`src/logic/cfg1_lock_regs.svh`:
```
// Purpose: Command codes, addresses, bit positions and masks of the config register 1 block
// Assumes: Included by bare name from the design files
// Notes:   Definitions only
`ifndef CFG1_LOCK_REGS_SVH
`define CFG1_LOCK_REGS_SVH

`define CMD_WRITE_REGISTERS    8'h01
`define CMD_READ_CONFIG        8'h35
`define CMD_READ_ANY_REGISTER  8'h65
`define CMD_WRITE_ANY_REGISTER 8'h71
`define CMD_OTP_PROGRAM        8'h42
`define CMD_SOFT_RESET         8'hf0

`define CFG_VOLATILE_ADDR      24'h800002
`define CFG_NONVOLATILE_ADDR   24'h000002
`define OTP_LAST_ADDR          24'h0003ff

`define CFG_FREEZE_BIT         0
`define CFG_QUAD_BIT           1
`define CFG_PARM_BIT           2
`define CFG_SOURCE_BIT         3
`define CFG_ORIGIN_BIT         5

`define CFG_SHADOW_MASK        8'h2c
`define CFG_RESERVED_MASK      8'hd0
`define CFG_VOLATILE_RESET     8'h00

`endif

```
`src/logic/cfg1_pkg.sv`:
```
// Purpose: Types shared by the config register 1 design files
// Assumes: Nothing is imported; users write cfg1_pkg::name
// Notes:   Binary state codes written out
package cfg1_pkg;

   typedef logic [7:0]  byte_t;
   typedef logic [23:0] addr_t;

   typedef enum logic [2:0] {
      st_idle = 3'b000,
      st_cmd  = 3'b001,
      st_addr = 3'b010,
      st_data = 3'b011,
      st_read = 3'b100,
      st_skip = 3'b101
   } cmd_state_e;

endpackage : cfg1_pkg

```
`src/logic/spi_byte_if.sv`:
```
// Purpose: Byte level link between the serial engine and the command logic
// Assumes: One clock, all signals on clk
// Notes:   Pulses last one clk cycle
`timescale 1ns/1ps
interface spi_byte_if;
   logic            frame_start;
   logic            frame_end;
   logic            byte_valid;
   cfg1_pkg::byte_t rx_byte;
   cfg1_pkg::byte_t tx_byte;
   logic            tx_en;
   logic            cs_active;
   logic            wp_n_s;
   logic            io3_s;

   modport engine (
      output frame_start,
      output frame_end,
      output byte_valid,
      output rx_byte,
      output cs_active,
      output wp_n_s,
      output io3_s,
      input  tx_byte,
      input  tx_en
   );

   modport ctrl (
      input  frame_start,
      input  frame_end,
      input  byte_valid,
      input  rx_byte,
      input  cs_active,
      input  wp_n_s,
      input  io3_s,
      output tx_byte,
      output tx_en
   );
endinterface : spi_byte_if

```
`src/logic/volatile_config_and_freeze_lock.sv`:
```
// Purpose: Volatile configuration register 1 with freeze lock, reached by serial commands
// Assumes: Nonvolatile bits and the QPI select come from logic on clk
// Notes:   Nonvolatile and OTP programming leave as one-cycle requests
`timescale 1ns/1ps
`include "cfg1_lock_regs.svh"
module volatile_config_and_freeze_lock (
   input  wire logic        clk,
   input  wire logic        rstn,
   input  wire logic        cs_n,
   input  wire logic        sck,
   input  wire logic        si,
   input  wire logic        wp_n,
   input  wire logic        data3_or_reset_n,
   input  wire logic [7:0]  interface_protect_config_nonvolatile,
   input  wire logic        qpi_mode,
   output logic             so_out,
   output logic             so_oe,
   output logic [7:0]       interface_protect_config_volatile,
   output logic             wp_internal_n,
   output logic             io2_is_data,
   output logic             io3_is_data,
   output logic             hw_reset_active,
   output logic             config_ready,
   output logic             nv_cfg_wr,
   output logic [7:0]       nv_cfg_wr_data,
   output logic [7:0]       nv_cfg_wr_mask,
   output logic             sr1_wr,
   output logic [7:0]       sr1_wr_data,
   output logic             sr1_bp_wr_en,
   output logic             otp_prog_req,
   output logic [23:0]      otp_prog_addr,
   output logic [7:0]       otp_prog_data,
   output logic             prog_error_set
);
   spi_byte_if link ();

   cfg1_pkg::cmd_state_e state_reg;
   cfg1_pkg::byte_t      cmd_reg;
   cfg1_pkg::addr_t      addr_reg;
   logic [1:0]           addr_cnt_reg;
   logic [1:0]           data_cnt_reg;
   cfg1_pkg::byte_t      data0_reg;
   cfg1_pkg::byte_t      data1_reg;
   cfg1_pkg::byte_t      tx_byte_reg;
   logic                 tx_en_reg;
   cfg1_pkg::byte_t      cfg_reg;
   logic                 load_pending_reg;
   logic                 wp_internal_n_reg;
   logic                 io2_is_data_reg;
   logic                 io3_is_data_reg;
   logic                 hw_reset_reg;
   logic                 ready_reg;
   logic                 nv_cfg_wr_reg;
   cfg1_pkg::byte_t      nv_cfg_wr_data_reg;
   cfg1_pkg::byte_t      nv_cfg_wr_mask_reg;
   logic                 sr1_wr_reg;
   cfg1_pkg::byte_t      sr1_wr_data_reg;
   logic                 sr1_bp_wr_en_reg;
   logic                 otp_prog_req_reg;
   cfg1_pkg::addr_t      otp_prog_addr_reg;
   cfg1_pkg::byte_t      otp_prog_data_reg;
   logic                 prog_error_set_reg;

   spi_shift_engine u_engine (
      .clk              (clk),
      .rstn             (rstn),
      .cs_n             (cs_n),
      .sck              (sck),
      .si               (si),
      .wp_n             (wp_n),
      .data3_or_reset_n (data3_or_reset_n),
      .so_out           (so_out),
      .so_oe            (so_oe),
      .link             (link.engine)
   );

   wire [7:0]  nv         = interface_protect_config_nonvolatile;
   wire        frozen     = cfg_reg[`CFG_FREEZE_BIT];
   wire        hw_reset_s = !link.cs_active && !link.io3_s;
   wire        reload_all = load_pending_reg || hw_reset_s;
   wire        byte_in    = link.byte_valid;
   wire [7:0]  cur_cmd    = (state_reg == cfg1_pkg::st_cmd) ? link.rx_byte : cmd_reg;
   wire [23:0] addr_next  = {addr_reg[15:0], link.rx_byte};
   wire        addr_last  = (state_reg == cfg1_pkg::st_addr) && (addr_cnt_reg == 2'h2);
   wire        commit     = link.frame_end && ready_reg && (state_reg == cfg1_pkg::st_data);

   // Frame-end decode, so a write commits only once the host deselects
   wire wrr1_go   = commit && (cmd_reg == `CMD_WRITE_REGISTERS) && (data_cnt_reg == 2'h1);
   wire wrr2_go   = commit && (cmd_reg == `CMD_WRITE_REGISTERS) && (data_cnt_reg == 2'h2);
   wire write_any_register_cmd_go   = commit && (cmd_reg == `CMD_WRITE_ANY_REGISTER) && (data_cnt_reg == 2'h1);
   wire write_any_register_cmd_v    = write_any_register_cmd_go && (addr_reg == `CFG_VOLATILE_ADDR);
   wire write_any_register_cmd_nv   = write_any_register_cmd_go && (addr_reg == `CFG_NONVOLATILE_ADDR);
   wire soft_go   = commit && (cmd_reg == `CMD_SOFT_RESET) && (data_cnt_reg == 2'h0);
   wire otp_hit   = commit && (cmd_reg == `CMD_OTP_PROGRAM) && (data_cnt_reg != 2'h0)
                    && (addr_reg <= `OTP_LAST_ADDR);
   wire cfg_wr    = wrr2_go || write_any_register_cmd_v;
   wire nv_wr     = wrr2_go || write_any_register_cmd_nv;
   wire [7:0] cfg_data    = wrr2_go ? data1_reg : data0_reg;
   wire       quad_wr_val = cfg_data[`CFG_QUAD_BIT] || qpi_mode;

   // Quad follows its nonvolatile default on any reset, freeze survives soft reset
   wire quad_next = (reload_all || soft_go) ? nv[`CFG_QUAD_BIT]
                  : cfg_wr ? quad_wr_val
                  : cfg_reg[`CFG_QUAD_BIT];
   wire freeze_next = reload_all ? nv[`CFG_FREEZE_BIT]
                    : cfg_wr ? (frozen || cfg_data[`CFG_FREEZE_BIT])
                    : frozen;
   wire [7:0] cfg_next = (`CFG_VOLATILE_RESET & `CFG_RESERVED_MASK)
                       | (nv & `CFG_SHADOW_MASK)
                       | {6'h00, quad_next, freeze_next};

   // Shadow bits of the nonvolatile write come from host data, masked off while frozen
   wire [7:0] nv_data = {2'h0, cfg_data[`CFG_ORIGIN_BIT], 1'b0, cfg_data[`CFG_SOURCE_BIT],
                         cfg_data[`CFG_PARM_BIT], quad_wr_val, 1'b0};
   wire [7:0] nv_mask = {2'h0, !frozen, 1'b0, !frozen, !frozen, 1'b1, 1'b0};

   wire [7:0] rd_addr_val = (addr_next == `CFG_VOLATILE_ADDR) ? cfg_reg
                          : (addr_next == `CFG_NONVOLATILE_ADDR) ? nv : 8'h00;
   wire [7:0] rd_keep_val = (cmd_reg == `CMD_READ_CONFIG) ? cfg_reg : tx_byte_reg;
   wire read_config_cmd_start = (state_reg == cfg1_pkg::st_cmd) && (cur_cmd == `CMD_READ_CONFIG);
   wire read_any_register_cmd_start = addr_last && (cmd_reg == `CMD_READ_ANY_REGISTER);

   assign link.tx_byte = tx_byte_reg;
   assign link.tx_en   = tx_en_reg;

   assign interface_protect_config_volatile = cfg_reg;
   assign wp_internal_n   = wp_internal_n_reg;
   assign io2_is_data     = io2_is_data_reg;
   assign io3_is_data     = io3_is_data_reg;
   assign hw_reset_active = hw_reset_reg;
   assign config_ready    = ready_reg;
   assign nv_cfg_wr       = nv_cfg_wr_reg;
   assign nv_cfg_wr_data  = nv_cfg_wr_data_reg;
   assign nv_cfg_wr_mask  = nv_cfg_wr_mask_reg;
   assign sr1_wr          = sr1_wr_reg;
   assign sr1_wr_data     = sr1_wr_data_reg;
   assign sr1_bp_wr_en    = sr1_bp_wr_en_reg;
   assign otp_prog_req    = otp_prog_req_reg;
   assign otp_prog_addr   = otp_prog_addr_reg;
   assign otp_prog_data   = otp_prog_data_reg;
   assign prog_error_set  = prog_error_set_reg;

   // Frames arriving before the reload finishes are skipped whole
   always_ff @(posedge clk or negedge rstn) begin
      if (!rstn) begin
         state_reg <= cfg1_pkg::st_idle;
         cmd_reg   <= 8'h00;
      end else if (link.frame_start) begin
         state_reg <= cfg1_pkg::st_cmd;
      end else if (link.frame_end) begin
         state_reg <= cfg1_pkg::st_idle;
      end else if (byte_in) begin
         unique case (state_reg)
            cfg1_pkg::st_cmd: begin
               cmd_reg <= link.rx_byte;
               if (!ready_reg)
                  state_reg <= cfg1_pkg::st_skip;
               else if (read_config_cmd_start)
                  state_reg <= cfg1_pkg::st_read;
               else if (cur_cmd == `CMD_WRITE_REGISTERS || cur_cmd == `CMD_SOFT_RESET)
                  state_reg <= cfg1_pkg::st_data;
               else if (cur_cmd == `CMD_READ_ANY_REGISTER || cur_cmd == `CMD_OTP_PROGRAM
                        || cur_cmd == `CMD_WRITE_ANY_REGISTER)
                  state_reg <= cfg1_pkg::st_addr;
               else
                  state_reg <= cfg1_pkg::st_skip;
            end
            cfg1_pkg::st_addr: begin
               if (addr_last)
                  state_reg <= read_any_register_cmd_start ? cfg1_pkg::st_read : cfg1_pkg::st_data;
            end
            cfg1_pkg::st_idle, cfg1_pkg::st_data, cfg1_pkg::st_read, cfg1_pkg::st_skip: begin
               state_reg <= state_reg;
            end
            default: state_reg <= cfg1_pkg::st_skip;
         endcase
      end
   end

   always_ff @(posedge clk or negedge rstn) begin
      if (!rstn) begin
         addr_reg     <= 24'h000000;
         addr_cnt_reg <= 2'h0;
         data_cnt_reg <= 2'h0;
         data0_reg    <= 8'h00;
         data1_reg    <= 8'h00;
      end else if (link.frame_start) begin
         addr_cnt_reg <= 2'h0;
         data_cnt_reg <= 2'h0;
      end else if (byte_in && state_reg == cfg1_pkg::st_addr) begin
         addr_reg     <= addr_next;
         addr_cnt_reg <= addr_cnt_reg + 2'h1;
      end else if (byte_in && state_reg == cfg1_pkg::st_data) begin
         if (data_cnt_reg == 2'h0)
            data0_reg <= link.rx_byte;
         if (data_cnt_reg == 2'h1)
            data1_reg <= link.rx_byte;
         if (data_cnt_reg != 2'h3)
            data_cnt_reg <= data_cnt_reg + 2'h1;
      end
   end

   // Read data repeats for as long as the host keeps clocking
   always_ff @(posedge clk or negedge rstn) begin
      if (!rstn) begin
         tx_byte_reg <= 8'h00;
         tx_en_reg   <= 1'b0;
      end else if (link.frame_start || link.frame_end) begin
         tx_en_reg <= 1'b0;
      end else if (byte_in && ready_reg) begin
         if (read_config_cmd_start || read_any_register_cmd_start)
            tx_en_reg <= 1'b1;
         if (read_config_cmd_start || state_reg == cfg1_pkg::st_read)
            tx_byte_reg <= read_config_cmd_start ? cfg_reg : rd_keep_val;
         else if (read_any_register_cmd_start)
            tx_byte_reg <= rd_addr_val;
      end
   end

   always_ff @(posedge clk or negedge rstn) begin
      if (!rstn) begin
         cfg_reg          <= `CFG_VOLATILE_RESET;
         load_pending_reg <= 1'b1;
         ready_reg        <= 1'b0;
         hw_reset_reg     <= 1'b0;
      end else begin
         cfg_reg          <= cfg_next;
         load_pending_reg <= 1'b0;
         ready_reg        <= !reload_all;
         hw_reset_reg     <= hw_reset_s;
      end
   end

   // Pin roles follow the quad bit; protect input is ignored in quad mode
   always_ff @(posedge clk or negedge rstn) begin
      if (!rstn) begin
         wp_internal_n_reg <= 1'b1;
         io2_is_data_reg   <= 1'b0;
         io3_is_data_reg   <= 1'b0;
      end else begin
         wp_internal_n_reg <= cfg_reg[`CFG_QUAD_BIT] || link.wp_n_s;
         io2_is_data_reg   <= cfg_reg[`CFG_QUAD_BIT];
         io3_is_data_reg   <= cfg_reg[`CFG_QUAD_BIT] && link.cs_active;
      end
   end

   // Locked bits drop silently, only a frozen OTP program reports an error
   always_ff @(posedge clk or negedge rstn) begin
      if (!rstn) begin
         nv_cfg_wr_reg      <= 1'b0;
         nv_cfg_wr_data_reg <= 8'h00;
         nv_cfg_wr_mask_reg <= 8'h00;
         sr1_wr_reg         <= 1'b0;
         sr1_wr_data_reg    <= 8'h00;
         sr1_bp_wr_en_reg   <= 1'b0;
         otp_prog_req_reg   <= 1'b0;
         otp_prog_addr_reg  <= 24'h000000;
         otp_prog_data_reg  <= 8'h00;
         prog_error_set_reg <= 1'b0;
      end else begin
         nv_cfg_wr_reg      <= nv_wr;
         nv_cfg_wr_data_reg <= nv_data;
         nv_cfg_wr_mask_reg <= nv_mask;
         sr1_wr_reg         <= wrr1_go || wrr2_go;
         sr1_wr_data_reg    <= data0_reg;
         sr1_bp_wr_en_reg   <= !frozen;
         otp_prog_req_reg   <= otp_hit && !frozen;
         otp_prog_addr_reg  <= addr_reg;
         otp_prog_data_reg  <= data0_reg;
         prog_error_set_reg <= otp_hit && frozen;
      end
   end
endmodule : volatile_config_and_freeze_lock

```
`src/logic/spi_shift_engine.sv`:
```
// Purpose: Samples the serial pins on clk, frames bytes and shifts read data out
// Assumes: Serial clock mode 0, at least 4 clk cycles per serial clock half period
// Notes:   Pins pass two flip-flops before use
`timescale 1ns/1ps
module spi_shift_engine (
   input  wire logic   clk,
   input  wire logic   rstn,
   input  wire logic   cs_n,
   input  wire logic   sck,
   input  wire logic   si,
   input  wire logic   wp_n,
   input  wire logic   data3_or_reset_n,
   output logic        so_out,
   output logic        so_oe,
   spi_byte_if.engine  link
);
   logic [4:0]      meta_reg;
   logic [4:0]      sync_reg;
   logic            sck_last_reg;
   logic            cs_last_reg;
   logic [2:0]      bit_cnt_reg;
   cfg1_pkg::byte_t shift_reg;
   cfg1_pkg::byte_t tx_shift_reg;
   logic            frame_start_reg;
   logic            frame_end_reg;
   logic            byte_valid_reg;
   cfg1_pkg::byte_t rx_byte_reg;

   wire             cs_active = !sync_reg[0];
   wire             sck_rise  = sync_reg[1] && !sck_last_reg;
   wire             sck_fall  = !sync_reg[1] && sck_last_reg;
   wire [7:0]       rx_next   = {shift_reg[6:0], sync_reg[2]};
   wire             tx_load   = (bit_cnt_reg == 3'h0);

   assign link.frame_start = frame_start_reg;
   assign link.frame_end   = frame_end_reg;
   assign link.byte_valid  = byte_valid_reg;
   assign link.rx_byte     = rx_byte_reg;
   assign link.cs_active   = cs_active;
   assign link.wp_n_s      = sync_reg[3];
   assign link.io3_s       = sync_reg[4];

   // Second stage is the only reader of the first
   always_ff @(posedge clk or negedge rstn) begin
      if (!rstn) begin
         // Sck stage resets to its idle low level, so no false edge follows reset
         meta_reg     <= 5'h1d;
         sync_reg     <= 5'h1d;
         sck_last_reg <= 1'b0;
         cs_last_reg  <= 1'b1;
      end else begin
         meta_reg     <= {data3_or_reset_n, wp_n, si, sck, cs_n};
         sync_reg     <= meta_reg;
         sck_last_reg <= sync_reg[1];
         cs_last_reg  <= sync_reg[0];
      end
   end

   always_ff @(posedge clk or negedge rstn) begin
      if (!rstn) begin
         frame_start_reg <= 1'b0;
         frame_end_reg   <= 1'b0;
      end else begin
         frame_start_reg <= cs_last_reg && !sync_reg[0];
         frame_end_reg   <= !cs_last_reg && sync_reg[0];
      end
   end

   always_ff @(posedge clk or negedge rstn) begin
      if (!rstn) begin
         bit_cnt_reg    <= 3'h0;
         shift_reg      <= 8'h00;
         byte_valid_reg <= 1'b0;
         rx_byte_reg    <= 8'h00;
      end else if (!cs_active) begin
         bit_cnt_reg    <= 3'h0;
         byte_valid_reg <= 1'b0;
      end else begin
         byte_valid_reg <= sck_rise && (bit_cnt_reg == 3'h7);
         if (sck_rise) begin
            shift_reg   <= rx_next;
            bit_cnt_reg <= bit_cnt_reg + 3'h1;
            rx_byte_reg <= rx_next;
         end
      end
   end

   // Read byte is fetched on the falling edge that follows a byte boundary
   always_ff @(posedge clk or negedge rstn) begin
      if (!rstn) begin
         so_out       <= 1'b0;
         so_oe        <= 1'b0;
         tx_shift_reg <= 8'h00;
      end else begin
         so_oe <= cs_active && link.tx_en;
         if (cs_active && sck_fall) begin
            so_out       <= tx_load ? link.tx_byte[7] : tx_shift_reg[7];
            tx_shift_reg <= tx_load ? {link.tx_byte[6:0], 1'b0} : {tx_shift_reg[6:0], 1'b0};
         end
      end
   end
endmodule : spi_shift_engine

```
`config.mk`:
```
export PLATFORM = sky130hd
export DESIGN_NAME = volatile_config_and_freeze_lock
export DESIGN_NICKNAME = d
export VERILOG_FILES = /design/src/logic/cfg1_pkg.sv /design/src/logic/spi_byte_if.sv /design/src/logic/volatile_config_and_freeze_lock.sv /design/src/logic/spi_shift_engine.sv
export VERILOG_INCLUDE_DIRS = /design/src /design/src/logic
export SDC_FILE = /design/constraint.sdc
export NUM_CORES = 1
export LEC_CHECK = 0
export ABC_AREA = 1
export BUFFER_PORTS_ARGS = -buffer_cell sky130_fd_sc_hd__buf_2
export CORE_MARGIN = 5
export CORE_UTILIZATION = 61
export CTS_BUF_LIST = sky130_fd_sc_hd__clkbuf_16
export DETAILED_ROUTE_END_ITERATION = 8
export GPL_ROUTABILITY_DRIVEN = 0
export PLACE_DENSITY = 0.84
export SLEW_MARGIN = 40
export SYNTH_ARGS = -nofsm -noshare
export SYNTH_HDL_FRONTEND = slang
export SYNTH_SLANG_ARGS = --single-unit
```
`constraint.sdc`:
```
create_clock -name clk -period 3.3 [get_ports clk]
set_clock_uncertainty 0.05 [all_clocks]
set_input_delay 0.165 -clock clk [delete_from_list [all_inputs] [get_ports clk]]
set_output_delay 0.165 -clock clk [all_outputs]
set_load 0.005 [all_outputs]
```
==> summary.md, run 1 <==
| Metric | Value |
|---|---|
| Synth area leaders | `dfrtp_1 (55%), nand2_1 (9.2%), o21ai_0 (5.4%)` |
| Die height | `111 um` |
| Initial Utilization | `61.6%` |
| Number of global-route vias before repair | `5,064` |
| Port bufs | `80` |
| Post-synth cell types | `32` |
| Final-report setup violation count | `0` |
| Main flop type after synthesis | `dfrtp_1` |
| Num rows | `37` |
| First-pass GRT wire length | `24,500 um` |
| Rel. slew slack | `58.0%` |
| Hold Vio Cnt, Final | `0` |
| Routed Antenna Nets | `0` |
| I/O pin count | `92` |
| HPWL after detailed placement | `9620 um` |
| Worst path required time | `3.56 ns` |
| Clk pwr share | `46.3%` |
| Power Total | `4310 uW` |
| Initial antenna violation count | `0` |
| CTS tree | `yes` |
| Critical Path Source Type | `register` |
| Grt ovf | `0` |
| Switch share | `24.3%` |
| Core Box Area | `10,100 um^2` |
| Cell with the most instances after synthesis | `nand2_1` |
| Longest Clk Path Bufs | `2` |
| Worst VDD drop | `307 uV` |
| WL per Instance | `15.8 um` |
| Post-synth EDFFs | `0` |
| Layout Nets | `795` |
| Worst-Margin Slew | `0.629 ns` |
| Critical path arrival | `2.59 ns` |
| Worst-Skew Late Latency | `0.42 ns` |
| TritonCTS buffer count | `17` |
| H-tree levels | `4` |
| Asr flop ratio synth | `100%` |
| DR pass1 iterations | `5` |
| Final Max Slew Viols | `0` |
| Layout cells sized above 1 | `18.8%` |
| # DRC | `0` |
| Hold crit path type | `input port to async pin` |
| Die X | `111 um` |
| Max-cap violations | `0` |
| Sw Pwr | `1050 uW` |
| CP Max Fanout | `16` |
| CTS root buffer | `clkbuf_16` |
| Area Growth Syn to Fin | `19.1%` |
| Synth Cell Area | `6250 um^2` |
| Fmax | `430 MHz` |
| Pwr per Cell Area | `580 nW/um^2` |
| Post-synth top cells | `nand2_1 (153), dfrtp_1 (138), inv_1 (89)` |
| Largest net degree at the start of global routing | `80` |
| RSZ-0062 raised after global routing | `no` |
| Ys Warns | `0` |
| Area leader, netlist | `dfrtp_1` |
| Leakage | `0.00389 uW` |
| GRT Total Usage | `24.6%` |
| Worst setup path class | `register to register` |
| Register area share after synthesis | `59.9%` |
| Setup crit end kind | `register` |
| Min Clock Period, post-route | `2.33 ns` |
| Combinational power share | `8.4%` |
| Sequential power share | `45.3%` |
| Sink Count | `149` |
| Ant diodes | `0` |
| Via count | `5,008` |
| Status | `finished, final reports clean` |
| Routed wire length | `14,600 um` |
| Syn avg cell area | `9.23 um^2` |
| Yosys top cell area share | `55.3%` |
| Mapped Cells | `677` |
| Die area | `12,400 um^2` |
| Setup_tns | `0 ns` |
| Vias per cell | `5.44` |
| Yosys reg bits | `149` |
| Internal | `3260 uW` |
| Iter 0 DRT Violations | `499` |
| Worst-path clk slew | `0.06 ns` |
| Final period util | `70.5%` |
[cells by family after synthesis]
| family | after synthesis | synth area share (%) |
|---|---|---|
| compound gates | 92 | 8.15 |
| fa+ha+maj | 8 | 1.60 |
| buf+inv | 126 | 9.13 |
| flops | 149 | 59.9 |
| other cells | 2 | 0.120 |
| simple gates | 300 | 21.1 |
[final cells by class]
class / instances / area [um^2]
Timing Repair Buffer: 98 / 592
Multi-Input combinational cell: 413 / 1970
Sequential cell: 149 / 3740
Clock buffer: 17 / 425
Clock inverter: 15 / 190
Inverter: 92 / 345
Tap cell: 136 / 170
Fill cell: 676 / 2700
[cell usage in the layout (no fill, tap or decap), types with 4 or more instances in the layout]
cell           instances
bufinv_16              4
nor2_1                63
ha_1                   8
nor3_1                10
o21ai_0               67
nand3_1               41
clkinvlp_4             4
nand4_1               14
a21oi_1                7
inv_1                 91
dlygate4sd3_1         15
conb_1                13
dfrtp_1              138
nand2_1              153
nand2_2                7
dfstp_2               11
a31oi_1                9
clkbuf_16             17
buf_2                 79
[metrics by stage]
step                      cell area [um^2]  hold WS, ns  cells  utilization (%)  setup WS [ns]
final                                 7440        0.256    920             73.4          0.974
after detailed placement              6670        0.158    873             65.8           1.04
after global routing                  7440        0.308    920             73.4          0.772
after CTS                             7440        0.282    920             73.4           1.03
after floorplan                       6290       -0.181    688                -           1.43
after global placement                6670        0.158    873             65.8           1.19
[worst paths after layout]
path                                           startpoint                              to  slack (ns)  depth (start not counted)
setup / recovery                 state_reg[1]$_DFFE_PN0P_     link.tx_byte[3]$_DFFE_PN0P_        0.97                          9
hold / removal                                       rstn        addr_reg[14]$_DFFE_PN0P_        0.26                          2
setup reg to reg                 state_reg[1]$_DFFE_PN0P_     link.tx_byte[3]$_DFFE_PN0P_        0.97                          9
hold reg to reg            u_engine.meta_reg[2]$_DFF_PN1_  u_engine.sync_reg[2]$_DFF_PN1_        0.31                          0
max in group asynchronous                            rstn  u_engine.meta_reg[3]$_DFF_PN1_        2.10                          3
min in group clk           u_engine.meta_reg[2]$_DFF_PN1_  u_engine.sync_reg[2]$_DFF_PN1_        0.31                          0
[power by group through the flow]
stage,combinational (uW),clock (uW),sequential [uW]
after floorplan,213,0,1970
after global placement,321,0,1980
after detailed placement,333,0,1980
after CTS,353,2020,1950
after global routing,405,2100,1960
final,361,2000,1950
[per-layer routing]
layer	wire (um)	up-vias	global-route usage (%)
li1	-	2310	-
met1	5480	2370	29.5
met2	7410	276	42.4
met3	1170	52	6.17
met4	503	0	10.2
met5	0	-	0
[critical path, stage by stage (launching register included)]
cell,delay [ns]
dfrtp_1,0.44
inv_2,0.14
nor3_1,0.44
nand4_1,0.26
nand2_1,0.11
nand2_1,0.09
a21boi_4,0.39
nand3_1,0.13
o21ai_0,0.10
inv_1,0.07
[timing repair]
action,4_1_cts,5_1_grt
resized for setup,0,0
hold buffers,15,0
setup buffers,0,0
hold endpoints to repair,76,0
endpoints found under the setup margin,0,0
Power figures use the tool's default switching activity.
==> run 2, diff against run 1 <==
--- a/config.mk
+++ b/config.mk
@@ -9,11 +9,11 @@
 export ABC_AREA = 1
 export BUFFER_PORTS_ARGS = -buffer_cell sky130_fd_sc_hd__buf_2
 export CORE_MARGIN = 5
-export CORE_UTILIZATION = 61
+export CORE_UTILIZATION = 51
 export CTS_BUF_LIST = sky130_fd_sc_hd__clkbuf_16
 export DETAILED_ROUTE_END_ITERATION = 8
 export GPL_ROUTABILITY_DRIVEN = 0
-export PLACE_DENSITY = 0.84
+export PLACE_DENSITY = 0.75
 export SLEW_MARGIN = 40
 export SYNTH_ARGS = -nofsm -noshare
 export SYNTH_HDL_FRONTEND = slang
==> constraint.sdc (replaced) <==
create_clock -name clk -period 1.9 [get_ports clk]
set_clock_uncertainty 0.05 [all_clocks]
set_input_delay 0.095 -clock clk [delete_from_list [all_inputs] [get_ports clk]]
set_output_delay 0.095 -clock clk [all_outputs]
set_load 0.005 [all_outputs]
==> run 2 against run 1 <==
The run now ends with setup timing left. Flip-flop and latch count stayed put. Critical endpoint is now link.tx_byte[6]$_DFFE_PN0P_. Clock power is 67% higher. Fmax is 16% higher. Count of clock-buffer cells in the layout stayed put. Via count is 1.9% higher. Register-to-register slack worse by 1.1 ns. Sequential power is 74% higher. Cell area is 7.3% higher. Power is 73% higher. Die area is 18% higher. Largest cell class unchanged.
==> summary.md, run 2 (synthesized netlist as in run 1, its figures left out) <==
| Metric | Value |
|---|---|
| Pre-CTS setup slack | `-0.0420 ns` |
| Max-cap violations | `0` |
| Design area | `7980 um^2` |
| Largest net degree at the start of global routing | `51` |
| Worst VDD drop | `593 uV` |
| Setup crit end kind | `register` |
| Initial Utilization | `52.0%` |
| Placed inst area | `7020 um^2` |
| WL per Instance | `15.1 um` |
| Iter 0 DRT Violations | `524` |
| RSZ-0062 raised after global routing | `yes` |
| Worst path required time | `2.20 ns` |
| Most common cell after layout, fill and taps aside | `nand2_1` |
| Initial antenna violation count | `0` |
| Via count | `5,103` |
| Leakage | `0.00416 uW` |
| Worst-Skew Late Latency | `0.42 ns` |
| Power Total | `7450 uW` |
| Max stage delay on crit path | `0.40 ns` |
| Layout cells sized above 1 | `26.1%` |
| Final core occ | `66.4%` |
| Sink Count | `149` |
| Core Box Area | `12,000 um^2` |
| # DRC | `0` |
| I/O pin count | `92` |
| Violated checks | `setup timing` |
| PnR worst setup slack | `-0.0986 ns` |
| Hold crit path type | `input port to async pin` |
| Layout Nets | `847` |
| Ant diodes | `0` |
| Grt ovf | `0` |
| Die X | `121 um` |
| Area Growth Syn to Fin | `27.8%` |
| Num rows | `40` |
| Cell breakdown of the critical path | `inv_2, nand2_4, nor2_4, nand2_2, nand2_2, nand2_2, nor2_4, nand3b_4, a21boi_4, buf_4, clkbuf_16, nand3_1, o21ai_2` |
| CP top delay family | `simple AND/OR/NAND/NOR gates` |
| HPWL after detailed placement | `10,100 um` |
| Final period util | `105%` |
| H-tree levels | `4` |
| Hold Vio Cnt, Final | `0` |
| Worst path most repeated cell | `nand2_2` |
| Final-report setup violation count | `9` |
| Number of global-route vias before repair | `4,943` |
| Setup_tns | `-0.492 ns` |
| Status | `complete, but fails checks` |
| Critical path arrival | `2.30 ns` |
| DR pass1 iterations | `5` |
| GRT Total Usage | `20.9%` |
| Longest Clk Path Bufs | `2` |
| Pwr per Cell Area | `934 nW/um^2` |
| Routed Antenna Nets | `0` |
| Die area | `14,600 um^2` |
| Most frequent cells in the layout | `nand2_1 (148), dfrtp_1 (137), inv_1 (91), buf_2 (79), o21ai_0 (66)` |
| Vias per cell | `5.19` |
| CP bufs+invs | `3` |
| CP max stage cell | `dfrtp_1` |
| Worst setup path class | `register to register` |
| # fillers | `910` |
| First-pass GRT wire length | `23,800 um` |
| CTS root buffer | `clkbuf_16` |
| Routed wire length | `14,800 um` |
| Critical Path Source Type | `register` |
| Die height | `121 um` |
| TritonCTS buffer count | `17` |
| Final Max Slew Viols | `0` |
| CP Max Fanout | `8` |
| Worst-path clk slew | `0.06 ns` |
| Fmax | `500 MHz` |
| Port bufs | `80` |
| Min Clock Period, post-route | `2.00 ns` |
| CTS tree | `yes` |
==> run 2: layer usage <==
metal  up-vias  share of wire (%)  global-route usage, %  wire length (um)
li1       2407                  -                      -                 -
met1      2398                 41                   25.9              6080
met2       235                 48                   33.2              7110
met3        63                7.1                   4.91              1060
met4         0                4.1                   12.5               607
met5         -                  0                      0                 0
==> run 2: final timing paths <==
check                                                     from                              to  slack [ns]  cells after the start
min in group clk                                            si  u_engine.meta_reg[2]$_DFF_PN1_        0.26                      2
worst min-delay path                                      rstn      otp_prog_data[7]$_DFF_PN0_        0.12                      2
max in group asynchronous                                 rstn  u_engine.meta_reg[4]$_DFF_PN1_        0.91                      3
worst max register to register        state_reg[2]$_DFFE_PN0P_     link.tx_byte[6]$_DFFE_PN0P_        -0.1                     13
worst min register to register  u_engine.meta_reg[1]$_DFF_PN0_  u_engine.sync_reg[1]$_DFF_PN0_        0.30                      0
worst max-delay path                  state_reg[2]$_DFFE_PN0P_     link.tx_byte[6]$_DFFE_PN0P_        -0.1                     13
==> run 2: report_power, final <==
group	internal, uW	switching, uW
Clock	2050	1280
Sequential	3300	93.2
Combinational	273	464
==> run 2: cell type report <==
| cell class | count | area [um^2] | share of cell area, % |
|---|---|---|---|
| clock inverter | 15 | 165 | 2.07 |
| timing repair buffer | 149 | 1040 | 13.0 |
| sequential | 149 | 3740 | 46.9 |
| clock buffer | 17 | 425 | 5.33 |
| multi-input combinational | 414 | 2070 | 26.0 |
| inverter | 92 | 348 | 4.36 |
| tap | 147 | 184 | 2.30 |
==> run 2: stage by stage <==
stage | instances | hold WS (ns)
final | 983 | 0.124
after global routing | 983 | 0.160
after CTS | 974 | 0.130
after detailed placement | 923 | 0.00641
after global placement | 923 | 0.000171
after floorplan | 688 | -0.251
==> run 2: what timing repair did <==
item                       CTS  global route
hold buffers                15             0
gates cloned                 1             1
setup buffers                3             8
setup endpoints to repair   10            19
pin swaps                    1             7
hold endpoints to repair   103             0
gates resized for setup      5            23
